==> src/common/csfr_pkg.sv <==
// csfr_pkg: constants and types for the core special function register bank.
// assumes a cpu core that drives a direct-address register port on clk_sys_in.
// Behaviour
// registers reachable in 80h-FFh, direct addressing only
// bit access only where address ends 0/8
// software ignores reserved bit and location content
// port0 direction resets ones; zero means open-drain
// stack pointer resets to 07h, tracks top
// select bit one picks alternate pointer pair
// select bits one through seven read zero
// alternate pointer bytes act as plain storage
// idle wake skips vector when wake type set
// two user flags, read/write, no hardware effect
// power-down stops clocks; external or ring wakes
// idle gates cpu clock; timers, interrupts run
// overflow flag set by overflow, cleared on service
// software sets run bit to start timer
// external flag: edge cleared on vector, level follows
// trigger type: one falling edge, zero low level
// mode register: high nibble timer1, low timer0
// gate set: count only while pin high and run
// counter select: clear internal ticks, set pin edges
// mode field: 13-bit, 16-bit, 8-bit reload, reserved
// idle and power-down bits cleared on exit
// all registers load initial values at reset
package csfr_pkg;
	// register addresses
	localparam logic [7:0] ADDR_PORT0_DATA   = 8'h80;
	localparam logic [7:0] ADDR_STACK_PTR    = 8'h81;
	localparam logic [7:0] ADDR_DATA_POINTER_LOW     = 8'h82;
	localparam logic [7:0] ADDR_DATA_POINTER_HIGH    = 8'h83;
	localparam logic [7:0] ADDR_ALT_LOW      = 8'h84;
	localparam logic [7:0] ADDR_ALT_HIGH     = 8'h85;
	localparam logic [7:0] ADDR_PTR_SELECT   = 8'h86;
	localparam logic [7:0] ADDR_POWER_CTRL   = 8'h87;
	localparam logic [7:0] ADDR_TIMER_CTRL   = 8'h88;
	localparam logic [7:0] ADDR_TIMER_MODE   = 8'h89;
	localparam logic [7:0] ADDR_PORT0_DIR    = 8'h94;
	// reset values
	localparam logic [7:0] RST_PORT0_DATA    = 8'hFF;
	localparam logic [7:0] RST_PORT0_DIR     = 8'hFF;
	localparam logic [7:0] RST_STACK_PTR     = 8'h07;
	localparam logic [7:0] RST_ZERO          = 8'h00;
	// bit-addressable registers have these low address bits
	localparam logic [2:0] BIT_ADDR_LOW      = 3'h0;
	// pointer select field
	localparam int         PSEL_BIT          = 0;
	// power control fields
	localparam int         PC_IDLE_WAKE_TYPE = 4;
	localparam int         PC_USER_FLAG_HIGH = 3;
	localparam int         PC_USER_FLAG_LOW  = 2;
	localparam int         PC_POWER_DOWN     = 1;
	localparam int         PC_IDLE           = 0;
	localparam logic [7:0] PC_IMPL_MASK      = 8'h1F;
	// timer control fields
	localparam int         TC_T1_OVF         = 7;
	localparam int         TC_T1_RUN         = 6;
	localparam int         TC_T0_OVF         = 5;
	localparam int         TC_T0_RUN         = 4;
	localparam int         TC_X1_FLAG        = 3;
	localparam int         TC_X1_TYPE        = 2;
	localparam int         TC_X0_FLAG        = 1;
	localparam int         TC_X0_TYPE        = 0;
	// timer mode nibble layout (same in each half)
	localparam int         TM_T1_BASE        = 4;
	localparam int         TM_T0_BASE        = 0;
	localparam int         TM_GATE           = 3;
	localparam int         TM_CT_SEL         = 2;
	localparam int         TM_MODE_HIGH      = 1;
	localparam int         TM_MODE_LOW       = 0;
	// timer mode field encodings
	localparam logic [1:0] TMODE_13BIT       = 2'h0;
	localparam logic [1:0] TMODE_16BIT       = 2'h1;
	localparam logic [1:0] TMODE_8BIT_RELOAD = 2'h2;
	localparam logic [1:0] TMODE_RESERVED    = 2'h3;
	// power state
	typedef enum logic [1:0] {
		CSFR_PM_RUN  = 2'b00,
		CSFR_PM_IDLE = 2'b01,
		CSFR_PM_DOWN = 2'b10
	} csfr_pm_t;
endpackage : csfr_pkg

==> src/design/csfr_bank.sv <==
// csfr_bank: core special function register bank with port0, pointers, power and timer control.
// assumes the cpu core issues one direct or bit access per cycle, synchronous to clk_sys_in.
`timescale 1ns/1ps
module csfr_bank (
	input  wire logic                 clk_sys_in,            // system clock, 250 MHz
	input  wire logic                 rst_n_in,              // async reset, active low
	input  wire logic [7:0]           sfr_addr_in,           // direct address
	input  wire logic                 sfr_indirect_in,       // access uses indirect addressing
	input  wire logic                 sfr_wr_in,             // byte write strobe
	input  wire logic                 sfr_bit_wr_in,         // single-bit write strobe
	input  wire logic [2:0]           sfr_bit_sel_in,        // bit index for bit access
	input  wire logic                 sfr_bit_val_in,        // bit value for bit write
	input  wire logic [7:0]           sfr_wdata_in,          // byte write data
	output logic      [7:0]           sfr_rdata_out,         // read data, combinational
	output logic                      sfr_hit_out,           // address maps to a register here
	output logic                      sfr_bit_ok_out,        // bit access allowed at this address
	input  wire logic                 sp_wr_in,              // core updates stack pointer
	input  wire logic [7:0]           sp_wdata_in,           // new stack top
	output logic      [7:0]           sp_out,                // current stack top
	input  wire logic                 data_pointer_wr_in,            // core updates active pointer
	input  wire logic [15:0]          data_pointer_wdata_in,         // new pointer value
	output logic      [15:0]          data_pointer_out,      // active data pointer
	input  wire logic [7:0]           p0_pin_in,             // port0 pin levels
	output logic      [7:0]           p0_pin_out,            // port0 drive level, always low
	output logic      [7:0]           p0_pin_oe_out,         // port0 pull-down enable
	input  wire logic                 irq_pending_in,        // any enabled interrupt pending
	input  wire logic [1:0]           ext_int23_in,          // external interrupt 2/3 events
	input  wire logic                 ring_detect_in,        // caller ident unit ring interrupt
	output csfr_pkg::csfr_pm_t        power_state_out,       // run, idle or power-down
	output logic                      cpu_clk_en_out,        // cpu core clock enable
	output logic                      periph_clk_en_out,     // timer and interrupt clock enable
	output logic                      wake_pulse_out,        // low-power exit, one cycle
	output logic                      wake_skip_vector_out,  // exit without vectoring, one cycle
	input  wire logic [1:0]           timer_ovf_in,          // timer overflow pulses
	input  wire logic [1:0]           timer_ack_in,          // timer interrupt serviced
	input  wire logic [1:0]           ext_int_pin_in,        // external interrupt 0/1 pins
	input  wire logic [1:0]           ext_ack_in,            // external interrupt vectored
	input  wire logic [1:0]           timer_pin_in,          // timer external count pins
	input  wire logic [1:0]           int_tick_in,           // internal timer tick
	output logic      [1:0]           timer_tick_out,        // count pulse per timer
	output logic      [3:0]           timer_mode_out,        // {t1 mode, t0 mode}
	output logic      [1:0]           timer_mode_bad_out,    // reserved mode selected
	output logic      [1:0]           ext_flag_out           // external 0/1 detect flags
);
	import csfr_pkg::*;

	logic [7:0] p0_data_q;       // port0 latch
	logic [7:0] p0_dir_q;        // port0 direction, one is input
	logic [7:0] sp_q;            // stack pointer
	logic [7:0] dpl_q;           // primary pointer low
	logic [7:0] dph_q;           // primary pointer high
	logic [7:0] adpl_q;          // alternate pointer low
	logic [7:0] adph_q;          // alternate pointer high
	logic       psel_q;          // pointer select bit
	logic [4:0] power_control_q;          // power control implemented bits
	logic [7:0] timer_control_q;          // timer control
	logic [7:0] timer_mode_q;          // timer mode
	logic [1:0] xpin_q;          // previous external pin level
	logic [1:0] tpin_q;          // previous timer pin level
	logic       wake_q;          // registered wake pulse
	logic       wskip_q;         // registered skip-vector pulse
	logic       acc_ok;          // direct access in range
	logic       bit_ok;          // bit access legal here
	logic       any_wr;          // write of either kind accepted
	logic [7:0] wmask;           // bits touched by write
	logic [7:0] wval;            // value of touched bits
	logic [7:0] timer_control_d;          // next timer control
	logic [7:0] power_control_wr;         // power control with a software write merged in
	logic [1:0] xfall;           // falling edge on external pins
	logic [1:0] count_en;        // timer counting enabled
	logic       idle_exit;       // idle ends this cycle
	logic       down_exit;       // power-down ends this cycle

	// only direct accesses to the upper half reach the bank
	assign acc_ok = !sfr_indirect_in && sfr_addr_in[7];
	// bit access only at addresses whose low hex digit is 0 or 8
	assign bit_ok = acc_ok && (sfr_addr_in[2:0] == BIT_ADDR_LOW);
	assign any_wr = acc_ok && (sfr_wr_in || (sfr_bit_wr_in && bit_ok));
	assign sfr_bit_ok_out = bit_ok;

	// byte write touches all bits, bit write only the selected one
	always_comb begin
		if (sfr_bit_wr_in && !sfr_wr_in) begin
			wmask = 8'h01 << sfr_bit_sel_in;
			wval  = {8{sfr_bit_val_in}};
		end else begin
			wmask = 8'hFF;
			wval  = sfr_wdata_in;
		end
	end

	function automatic logic [7:0] merge(input logic [7:0] old_v, input logic [7:0] m, input logic [7:0] v);
		merge = (old_v & ~m) | (v & m);
	endfunction : merge

	// merged write value, widened so the reserved upper bits drop out cleanly
	assign power_control_wr = merge({3'h0, power_control_q}, wmask, wval);

	// port0 latch and direction
	always_ff @(posedge clk_sys_in or negedge rst_n_in) begin
		if (!rst_n_in) begin
			p0_data_q <= RST_PORT0_DATA;
			p0_dir_q  <= RST_PORT0_DIR;
		end else if (any_wr) begin
			if (sfr_addr_in == ADDR_PORT0_DATA) begin
				p0_data_q <= merge(p0_data_q, wmask, wval);
			end
			if (sfr_addr_in == ADDR_PORT0_DIR) begin
				p0_dir_q <= sfr_wdata_in;
			end
		end
	end
	// open drain: pull low only where output and latch is zero
	assign p0_pin_out    = 8'h00;
	assign p0_pin_oe_out = ~p0_dir_q & ~p0_data_q;

	// stack pointer, software write wins over core update
	always_ff @(posedge clk_sys_in or negedge rst_n_in) begin
		if (!rst_n_in) begin
			sp_q <= RST_STACK_PTR;
		end else if (any_wr && sfr_addr_in == ADDR_STACK_PTR) begin
			sp_q <= wval;
		end else if (sp_wr_in) begin
			sp_q <= sp_wdata_in;
		end
	end
	assign sp_out = sp_q;

	// pointer pairs and select bit
	always_ff @(posedge clk_sys_in or negedge rst_n_in) begin
		if (!rst_n_in) begin
			dpl_q  <= RST_ZERO;
			dph_q  <= RST_ZERO;
			adpl_q <= RST_ZERO;
			adph_q <= RST_ZERO;
			psel_q <= 1'b0;
		end else if (any_wr) begin
			unique case (sfr_addr_in)
				ADDR_DATA_POINTER_LOW:   dpl_q  <= wval;
				ADDR_DATA_POINTER_HIGH:  dph_q  <= wval;
				ADDR_ALT_LOW:    adpl_q <= wval;
				ADDR_ALT_HIGH:   adph_q <= wval;
				ADDR_PTR_SELECT: psel_q <= wval[PSEL_BIT];
				default: begin
				end
			endcase
		end else if (data_pointer_wr_in) begin
			// core update goes to the selected pair
			if (psel_q) begin
				{adph_q, adpl_q} <= data_pointer_wdata_in;
			end else begin
				{dph_q, dpl_q} <= data_pointer_wdata_in;
			end
		end
	end
	assign data_pointer_out = psel_q ? {adph_q, adpl_q} : {dph_q, dpl_q};

	// low-power exits
	assign idle_exit = power_control_q[PC_IDLE] && !power_control_q[PC_POWER_DOWN] && irq_pending_in;
	assign down_exit = power_control_q[PC_POWER_DOWN] && (xfall[0] || xfall[1] || !ext_int_pin_in[0]
		|| !ext_int_pin_in[1] || (|ext_int23_in) || ring_detect_in);

	// power control, exit clears the request bits
	always_ff @(posedge clk_sys_in or negedge rst_n_in) begin
		if (!rst_n_in) begin
			power_control_q <= RST_ZERO[4:0];
		end else if (down_exit) begin
			power_control_q[PC_POWER_DOWN] <= 1'b0;
			power_control_q[PC_IDLE]       <= 1'b0;
		end else if (idle_exit) begin
			power_control_q[PC_IDLE] <= 1'b0;
		end else if (any_wr && sfr_addr_in == ADDR_POWER_CTRL) begin
			power_control_q <= power_control_wr[4:0];
		end
	end

	// wake pulses
	always_ff @(posedge clk_sys_in or negedge rst_n_in) begin
		if (!rst_n_in) begin
			wake_q  <= 1'b0;
			wskip_q <= 1'b0;
		end else begin
			wake_q  <= idle_exit || down_exit;
			wskip_q <= idle_exit && power_control_q[PC_IDLE_WAKE_TYPE];
		end
	end
	assign wake_pulse_out       = wake_q;
	assign wake_skip_vector_out = wskip_q;

	// power state and clock enables
	always_comb begin
		if (power_control_q[PC_POWER_DOWN]) begin
			power_state_out = CSFR_PM_DOWN;
		end else if (power_control_q[PC_IDLE]) begin
			power_state_out = CSFR_PM_IDLE;
		end else begin
			power_state_out = CSFR_PM_RUN;
		end
	end
	assign cpu_clk_en_out    = (power_state_out == CSFR_PM_RUN);
	assign periph_clk_en_out = (power_state_out != CSFR_PM_DOWN);

	// pin history for edge detection
	always_ff @(posedge clk_sys_in or negedge rst_n_in) begin
		if (!rst_n_in) begin
			xpin_q <= 2'h3;
			tpin_q <= 2'h3;
		end else begin
			xpin_q <= ext_int_pin_in;
			tpin_q <= timer_pin_in;
		end
	end
	assign xfall = xpin_q & ~ext_int_pin_in;

	// timer control next value: software first, hardware events win
	always_comb begin
		timer_control_d = timer_control_q;
		if (any_wr && sfr_addr_in == ADDR_TIMER_CTRL) begin
			timer_control_d = merge(timer_control_q, wmask, wval);
		end
		if (timer_ack_in[0]) begin
			timer_control_d[TC_T0_OVF] = 1'b0;
		end
		if (timer_ack_in[1]) begin
			timer_control_d[TC_T1_OVF] = 1'b0;
		end
		if (timer_ovf_in[0]) begin
			timer_control_d[TC_T0_OVF] = 1'b1;
		end
		if (timer_ovf_in[1]) begin
			timer_control_d[TC_T1_OVF] = 1'b1;
		end
		// edge mode: set on falling edge, cleared on vector
		if (timer_control_q[TC_X0_TYPE]) begin
			if (ext_ack_in[0]) begin
				timer_control_d[TC_X0_FLAG] = 1'b0;
			end
			if (xfall[0]) begin
				timer_control_d[TC_X0_FLAG] = 1'b1;
			end
		end else begin
			timer_control_d[TC_X0_FLAG] = !ext_int_pin_in[0];
		end
		if (timer_control_q[TC_X1_TYPE]) begin
			if (ext_ack_in[1]) begin
				timer_control_d[TC_X1_FLAG] = 1'b0;
			end
			if (xfall[1]) begin
				timer_control_d[TC_X1_FLAG] = 1'b1;
			end
		end else begin
			timer_control_d[TC_X1_FLAG] = !ext_int_pin_in[1];
		end
	end

	// timer control and mode registers
	always_ff @(posedge clk_sys_in or negedge rst_n_in) begin
		if (!rst_n_in) begin
			timer_control_q <= RST_ZERO;
			timer_mode_q <= RST_ZERO;
		end else begin
			timer_control_q <= timer_control_d;
			if (any_wr && sfr_addr_in == ADDR_TIMER_MODE) begin
				timer_mode_q <= sfr_wdata_in;
			end
		end
	end
	assign ext_flag_out = {timer_control_q[TC_X1_FLAG], timer_control_q[TC_X0_FLAG]};

	// per-timer gating, source select and mode decode
	for (genvar t = 0; t < 2; t++) begin : g_timer
		localparam int BASE = (t == 0) ? TM_T0_BASE : TM_T1_BASE;
		localparam int RUNB = (t == 0) ? TC_T0_RUN : TC_T1_RUN;
		logic [1:0] mode;
		assign mode = timer_mode_q[BASE+TM_MODE_HIGH -: 2];
		assign count_en[t] = timer_control_q[RUNB] && (!timer_mode_q[BASE+TM_GATE] || ext_int_pin_in[t]);
		assign timer_tick_out[t] = count_en[t] && (timer_mode_q[BASE+TM_CT_SEL] ?
			(tpin_q[t] && !timer_pin_in[t]) : int_tick_in[t]);
		assign timer_mode_out[2*t +: 2] = mode;
		assign timer_mode_bad_out[t] = (mode == TMODE_RESERVED);
	end

	// read mux; reserved bits read zero, software must not depend on them
	always_comb begin
		sfr_hit_out   = acc_ok;
		sfr_rdata_out = 8'h00;
		if (acc_ok) begin
			unique case (sfr_addr_in)
				ADDR_PORT0_DATA: sfr_rdata_out = (p0_pin_in & p0_dir_q) | (p0_data_q & ~p0_dir_q);
				ADDR_STACK_PTR:  sfr_rdata_out = sp_q;
				ADDR_DATA_POINTER_LOW:   sfr_rdata_out = dpl_q;
				ADDR_DATA_POINTER_HIGH:  sfr_rdata_out = dph_q;
				ADDR_ALT_LOW:    sfr_rdata_out = adpl_q;
				ADDR_ALT_HIGH:   sfr_rdata_out = adph_q;
				ADDR_PTR_SELECT: sfr_rdata_out = {7'h00, psel_q};
				ADDR_POWER_CTRL: sfr_rdata_out = {3'h0, power_control_q} & PC_IMPL_MASK;
				ADDR_TIMER_CTRL: sfr_rdata_out = timer_control_q;
				ADDR_TIMER_MODE: sfr_rdata_out = timer_mode_q;
				ADDR_PORT0_DIR:  sfr_rdata_out = p0_dir_q;
				default: begin
					sfr_hit_out   = 1'b0;
					sfr_rdata_out = 8'h00;
				end
			endcase
		end
	end
endmodule : csfr_bank

==> config.mk <==
export PLATFORM = sky130hd
export DESIGN_NAME = csfr_bank
export DESIGN_NICKNAME = d
export VERILOG_FILES = /design/src/common/csfr_pkg.sv /design/src/design/csfr_bank.sv
export SDC_FILE = /design/constraint.sdc
export NUM_CORES = 1
export LEC_CHECK = 0
export ABC_AREA = 1
export BUFFER_PORTS_ARGS = -buffer_cell sky130_fd_sc_hd__buf_2
export CORE_MARGIN = 4
export CORE_UTILIZATION = 58
export CTS_CLUSTER_DIAMETER = 120
export DETAILED_ROUTE_END_ITERATION = 7
export PLACE_DENSITY = 0.94
export SYNTH_ARGS = -nofsm -noshare
export SYNTH_HDL_FRONTEND = slang
export SYNTH_SLANG_ARGS = --single-unit
==> constraint.sdc <==
create_clock -name clk_sys_in -period 2.7 [get_ports clk_sys_in]
set_input_delay 0 -clock clk_sys_in [delete_from_list [all_inputs] [get_ports clk_sys_in]]
set_output_delay 0 -clock clk_sys_in [all_outputs]
set_load 0.02 [all_outputs]
Word level (Yosys, flattened, before mapping):

Index checks and enable logic that the tools add are counted.

* multiplexer cells: 44
* shift-type cells: 1
* bitwise gates (word level): 18
* equal/unequal tests: 22
* reductions and logical operators: 57

Operators with widths (number)
* $mux W8: 22
* $eq A8 B8 Y1 const B: 11
* $pmux W8 S11: 1
* $and A8 B8 Y8: 6
* $not A8 Y8: 3
* $or A8 B8 Y8: 3
* $logic_and A1 B1 Y1: 19
* $mux W1: 17
* $mux W16: 1
* $reduce_and A3 Y1: 5
* $ne A2 B1 Y1 const B: 6
* $reduce_or A11 Y1: 1
* $logic_not A1 Y1: 9
* $logic_or A1 B1 Y1: 9
* $reduce_bool A3 Y1: 3
* $ne A4 B2 Y1 const B: 2
* $reduce_and A2 Y1: 4
* $reduce_bool A2 Y1: 4
* $shl A1 B3 Y8 const A: 1
* $mux W2: 3
* $and A5 B5 Y5: 1
* $or A5 B5 Y5: 1
* $eq A2 B2 Y1 const B: 2
* $logic_not A3 Y1: 1
* 6 further kinds: 7

* bits of input ports: 75
* register bits: 84
* logic and storage cells: 163

Longest topological paths before layout:

* depth in word-level cells: 11
* depth in mapped cells: 11

Least setup slack after synthesis:

No wires, ideal clock.

* kind: register to register
* start: register power_control_q[0]
* end: register (tool-made name)
* required time: 2.556 ns
* path buffers: 0
* stages on the path, launching flop included: 8
* arrival: 1.285 ns
* path slack: 1.271 ns
* path through: dfrtp_1 inv_1 nor2_1 nand2_1 a21boi_0 nand2_1 nand2_1 o21ai_1

RTL lines
* from (decl): RTL line csfr_bank.sv:55 `logic [4:0] power_control_q;`
* from (signal assigned): RTL line csfr_bank.sv:166 `power_control_q <= RST_ZERO[4:0];`
* from (signal assigned): RTL line csfr_bank.sv:173 `power_control_q <= power_control_wr[4:0];`

Final worst setup path:

* start: input sfr_addr_in[6]
* end: register sp_q[7] (netlist: sp_out[7])

* word-level cells in the longest chain between the ends: 3
* elaborated cells on any way between the ends: 4
* classes of those cells: 1 x eq/ne; 1 x mux; 2 x reduce/logical

Ends and longest elaborated chain
* from (decl): RTL line csfr_bank.sv:7 `input wire logic [7:0] sfr_addr_in,`
* $eq A8 B8 Y1 (*): RTL line csfr_bank.sv:121 `end else if (any_wr && sfr_addr_in == ADDR_STACK_PTR) begin`
* $logic_and A1 B1 Y1 (*): RTL line csfr_bank.sv:121
* $mux W8 or $reduce_bool A2 Y1 (tied branches)
* to (signal assigned): RTL line csfr_bank.sv:122 `sp_q <= wval;`
* to (signal assigned): RTL line csfr_bank.sv:124 `sp_q <= sp_wdata_in;`
* to (decl): RTL line csfr_bank.sv:49 `logic [7:0] sp_q;`

Mark *: on every way between the ends. The rest lies on a longest branch, timed or not.
A chain may end at the register's enable or synchronous reset.

==> qor.csv <==
metric,value,unit
result_of_the_run,"complete, no violations",
detail_route.wirelength,17.7,mm
routed-via-count,6084,
worstPathMaxFanout,24,
cp_top_family,simple AND/OR/NAND/NOR gates,
finalClockSkew,6.81,ps
gp_routability_congestion,1.03,
finalSetupTns,0,ps
timing.critical_path.cells,buf_2 -> inv_1 -> nand2_1 -> nor2_4 -> nand3_1 -> inv_1 -> nand3_1 -> nand3_1 -> dlygate4sd3_1 -> nand3_1,
syn_area,5300,um^2
finalCritPeriodShare,77.7,%
dr.pass1.iters,6,
critical_path.slowest_cell,sky130_fd_sc_hd__dlygate4sd3_1,
fin_nets,1029,
tightestPinTransition,1120,ps
fmax,0.477,GHz
main_area_contributors_after_synthesis,"sky130_fd_sc_hd__dfrtp_1, sky130_fd_sc_hd__nand2_1, sky130_fd_sc_hd__dfstp_2",
ant_nets,0,
worstSetupPathType,in -> reg,
drc,0,
postSynth.asyncResetShare,100,%
number_of_synthesized_flops_with_an_enable_pin,0,
max-slew-margin-rel,24.6,%
worst_r2r_startpoint,psel_q$_DFFE_PN0P_,
endpoint_with_the_worst_hold_slack,dpl_q[0]$_DFFE_PN0P_,
grt_setup_unrepaired,false,
finalMaxSlewViolations,0,
worst_ir_drop_vdd,0.000289,V
ys_ff_latch,84,
wp_data_arrival,2330,ps
fp-row-count,34,
cts_resized,0,
grtUsageTotal,32.9,%
cts-root-to-sink-buffers,2,
die_w,104,um
postSynthAreaPerCell,6.73,um^2
synth_top_area_share,28.8,%
yosysWarnings,0,
fp.dieArea,10700,um^2
max_cap_viol_count,0,
cts-htree-levels,3,
antenna_cells,0,
port_buffers,132,
synth_cell_types,37,
initial_utilization,60.2,%
via_count_of_the_first_global_routing_pass,5674,
power_leakage,3.47,nW
worst_skew_late_latency,360,ps
synth_area_leader_cell,sky130_fd_sc_hd__dfrtp_1,
coreArea,8810,um^2
timing.critical_path.buf_inv,4,
root_buffer,sky130_fd_sc_hd__clkbuf_8,
share_of_post_route_cells_with_drive_strength_above_1,21.6,%
clock_slew_seen_by_the_registers_of_the_worst_setup_and_hold_paths,80,ps
grt_remaining_overflow,0,
worst_r2r_endpoint,dpl_q[2]$_DFFE_PN0P_,
routed_wire_length_per_instance,16.6,um
synthCells,787,
setup_viol,0,
worst_path_largest_cell_delay,580,ps
timing.critical_path.mode_cell,sky130_fd_sc_hd__nand3_1,
report.final.hold_viol_count,0,
largest_net_degree_at_the_start_of_global_routing,85,
worst_r2r_path_depth,8,
holdCritPathClass,in -> reg,
clock_tree_from_tritoncts,built,
min-delay-start,data_pointer_wdata_in[0],
area_growth_syn_to_layout,24.5,%
power_per_cell_area,452,nW/um^2
die-height,104,um
crit_path_start_kind,input pin,
drt-vias-per-instance,5.70,
global_route_wire_length_before_repair,28.6,mm
clkSinkCount,84,
io_pins,141,
dr.first_iter.drc_count,857,
dominantRegCellSynth,sky130_fd_sc_hd__dfrtp_1,
ys_seq_area_share,40.2,%
worstHoldPathCells,5,
worst_setup_slack_for_register_to_register_paths,970,ps
place_hpwl,12.3,mm
period_needed,2100,ps
cp_num_cells,10,
fin_hold_ws,43.5,ps
tritoncts_buffer_count,9,
crit_required,2930,ps
grt_antenna_before_repair,0,
end_kind,register,
[report_power, final]
part           internal (W)  switching (W)  total, W
Clock              0.000409       0.000457  0.000866
Sequential          0.00137      0.0000935   0.00146
Combinational      0.000225       0.000425  0.000650
[metrics by stage]
step	util, %	setup WS (ps)	cell area, um^2	std cells	total power (W)
5_1_grt	74.9	351	6600	1067	0.00311
4_1_cts	74.9	740	6600	1067	0.00295
6_report	74.9	602	6600	1067	0.00298
3_5_place_dp	67.4	796	5940	1004	0.00205
2_1_floorplan	-	1270	5330	794	0.00181
3_3_place_gp	67.4	809	5940	1004	0.00204
[cell usage after synthesis (4+ instances only)]
master,number
sky130_fd_sc_hd__nand4_1,4
sky130_fd_sc_hd__buf_2,9
sky130_fd_sc_hd__o21ai_0,67
sky130_fd_sc_hd__nand2_1,284
sky130_fd_sc_hd__nand2_2,4
sky130_fd_sc_hd__dfrtp_1,61
sky130_fd_sc_hd__nor2_2,5
sky130_fd_sc_hd__inv_2,7
sky130_fd_sc_hd__nor2_1,60
sky130_fd_sc_hd__o21bai_1,6
sky130_fd_sc_hd__nor3_1,6
sky130_fd_sc_hd__a21oi_1,6
sky130_fd_sc_hd__nand3_1,93
sky130_fd_sc_hd__o21ai_2,6
sky130_fd_sc_hd__buf_4,17
sky130_fd_sc_hd__inv_1,85
sky130_fd_sc_hd__o21ai_1,15
sky130_fd_sc_hd__clkbuf_1,5
sky130_fd_sc_hd__dfstp_2,23
[cell usage in the layout (no fill, tap or decap), types with 2 or more instances in the layout]
cell type	count
sky130_fd_sc_hd__nor2_4	3
sky130_fd_sc_hd__conb_1	8
sky130_fd_sc_hd__dfstp_2	23
sky130_fd_sc_hd__nand4_1	4
sky130_fd_sc_hd__o21ai_1	17
sky130_fd_sc_hd__buf_4	5
sky130_fd_sc_hd__nand3_1	93
sky130_fd_sc_hd__o21ai_2	6
sky130_fd_sc_hd__nor3_1	6
sky130_fd_sc_hd__nand2_1	284
sky130_fd_sc_hd__buf_2	131
sky130_fd_sc_hd__nor2_2	5
sky130_fd_sc_hd__dfrtp_1	61
sky130_fd_sc_hd__inv_2	7
sky130_fd_sc_hd__a21oi_1	6
sky130_fd_sc_hd__dlygate4sd3_1	47
sky130_fd_sc_hd__nand2_2	4
sky130_fd_sc_hd__inv_1	85
sky130_fd_sc_hd__nor2_1	60
sky130_fd_sc_hd__nand2_4	2
sky130_fd_sc_hd__o21bai_1	6
sky130_fd_sc_hd__or2_1	2
sky130_fd_sc_hd__o21ai_0	65
sky130_fd_sc_hd__nand3_2	2
sky130_fd_sc_hd__clkinvlp_4	2
sky130_fd_sc_hd__clkbuf_8	12
[worst min-delay path: cells and delay by family]
| kind | cells | cell delay [ps] |
|---|---|---|
| buffers and inverters | 1 | 90 |
| and+or+nand+nor | 4 | 290 |
[kinds of logic (layout without fill, tap and decap cells)]
logic type / after synthesis / after routing / synth area share, %
simple gates: 469 / 469 / 38.0
buf+inv: 127 / 292 / 10.7
other cells: 1 / 8 / 0.0708
flops: 84 / 84 / 40.2
compound gates: 106 / 106 / 11.0
[what timing repair did]
| item | in CTS | in global routing |
|---|---|---|
| hold buffers | 47 | 0 |
| setup buffers | 0 | 0 |
| endpoints found under the hold margin | 120 | 0 |
[per-layer routing]
layer	routed length, um	vias up	global-route usage (%)
met2	7980	464	53.0
met3	2250	80	8.02
met4	733	0	12.2
met5	0	-	0
li1	-	2809	-
met1	6730	2731	43.2
[worst max path at each step]
| stage | from | end | slack (ps) |
|---|---|---|---|
| 5_1_grt | sfr_addr_in[6] | sp_out[6]$_DFFE_PN0P_ | 350 |
| 2_1_floorplan | power_control_q[0]$_DFFE_PN0P_ | register | 1270 |
| 6_report | sfr_addr_in[6] | sp_out[7]$_DFFE_PN0P_ | 600 |
| 4_1_cts | sfr_addr_in[6] | sp_out[7]$_DFFE_PN0P_ | 740 |
| 3_5_place_dp | sfr_addr_in[6] | sp_out[4]$_DFFE_PN0P_ | 800 |
| 3_3_place_gp | sfr_addr_in[6] | sp_out[4]$_DFFE_PN0P_ | 810 |
[final cells by class]
type                            instances  area [um^2]
Fill cell                             657         2210
Clock inverter                          3         20.0
Multi-Input combinational cell        583         2630
Tap cell                              108          135
Inverter                               93          352
Clock buffer                           13          169
Timing Repair Buffer                  183         1160
Sequential cell                        84         2130
Note: power is estimated with default switching activity, not from simulation.
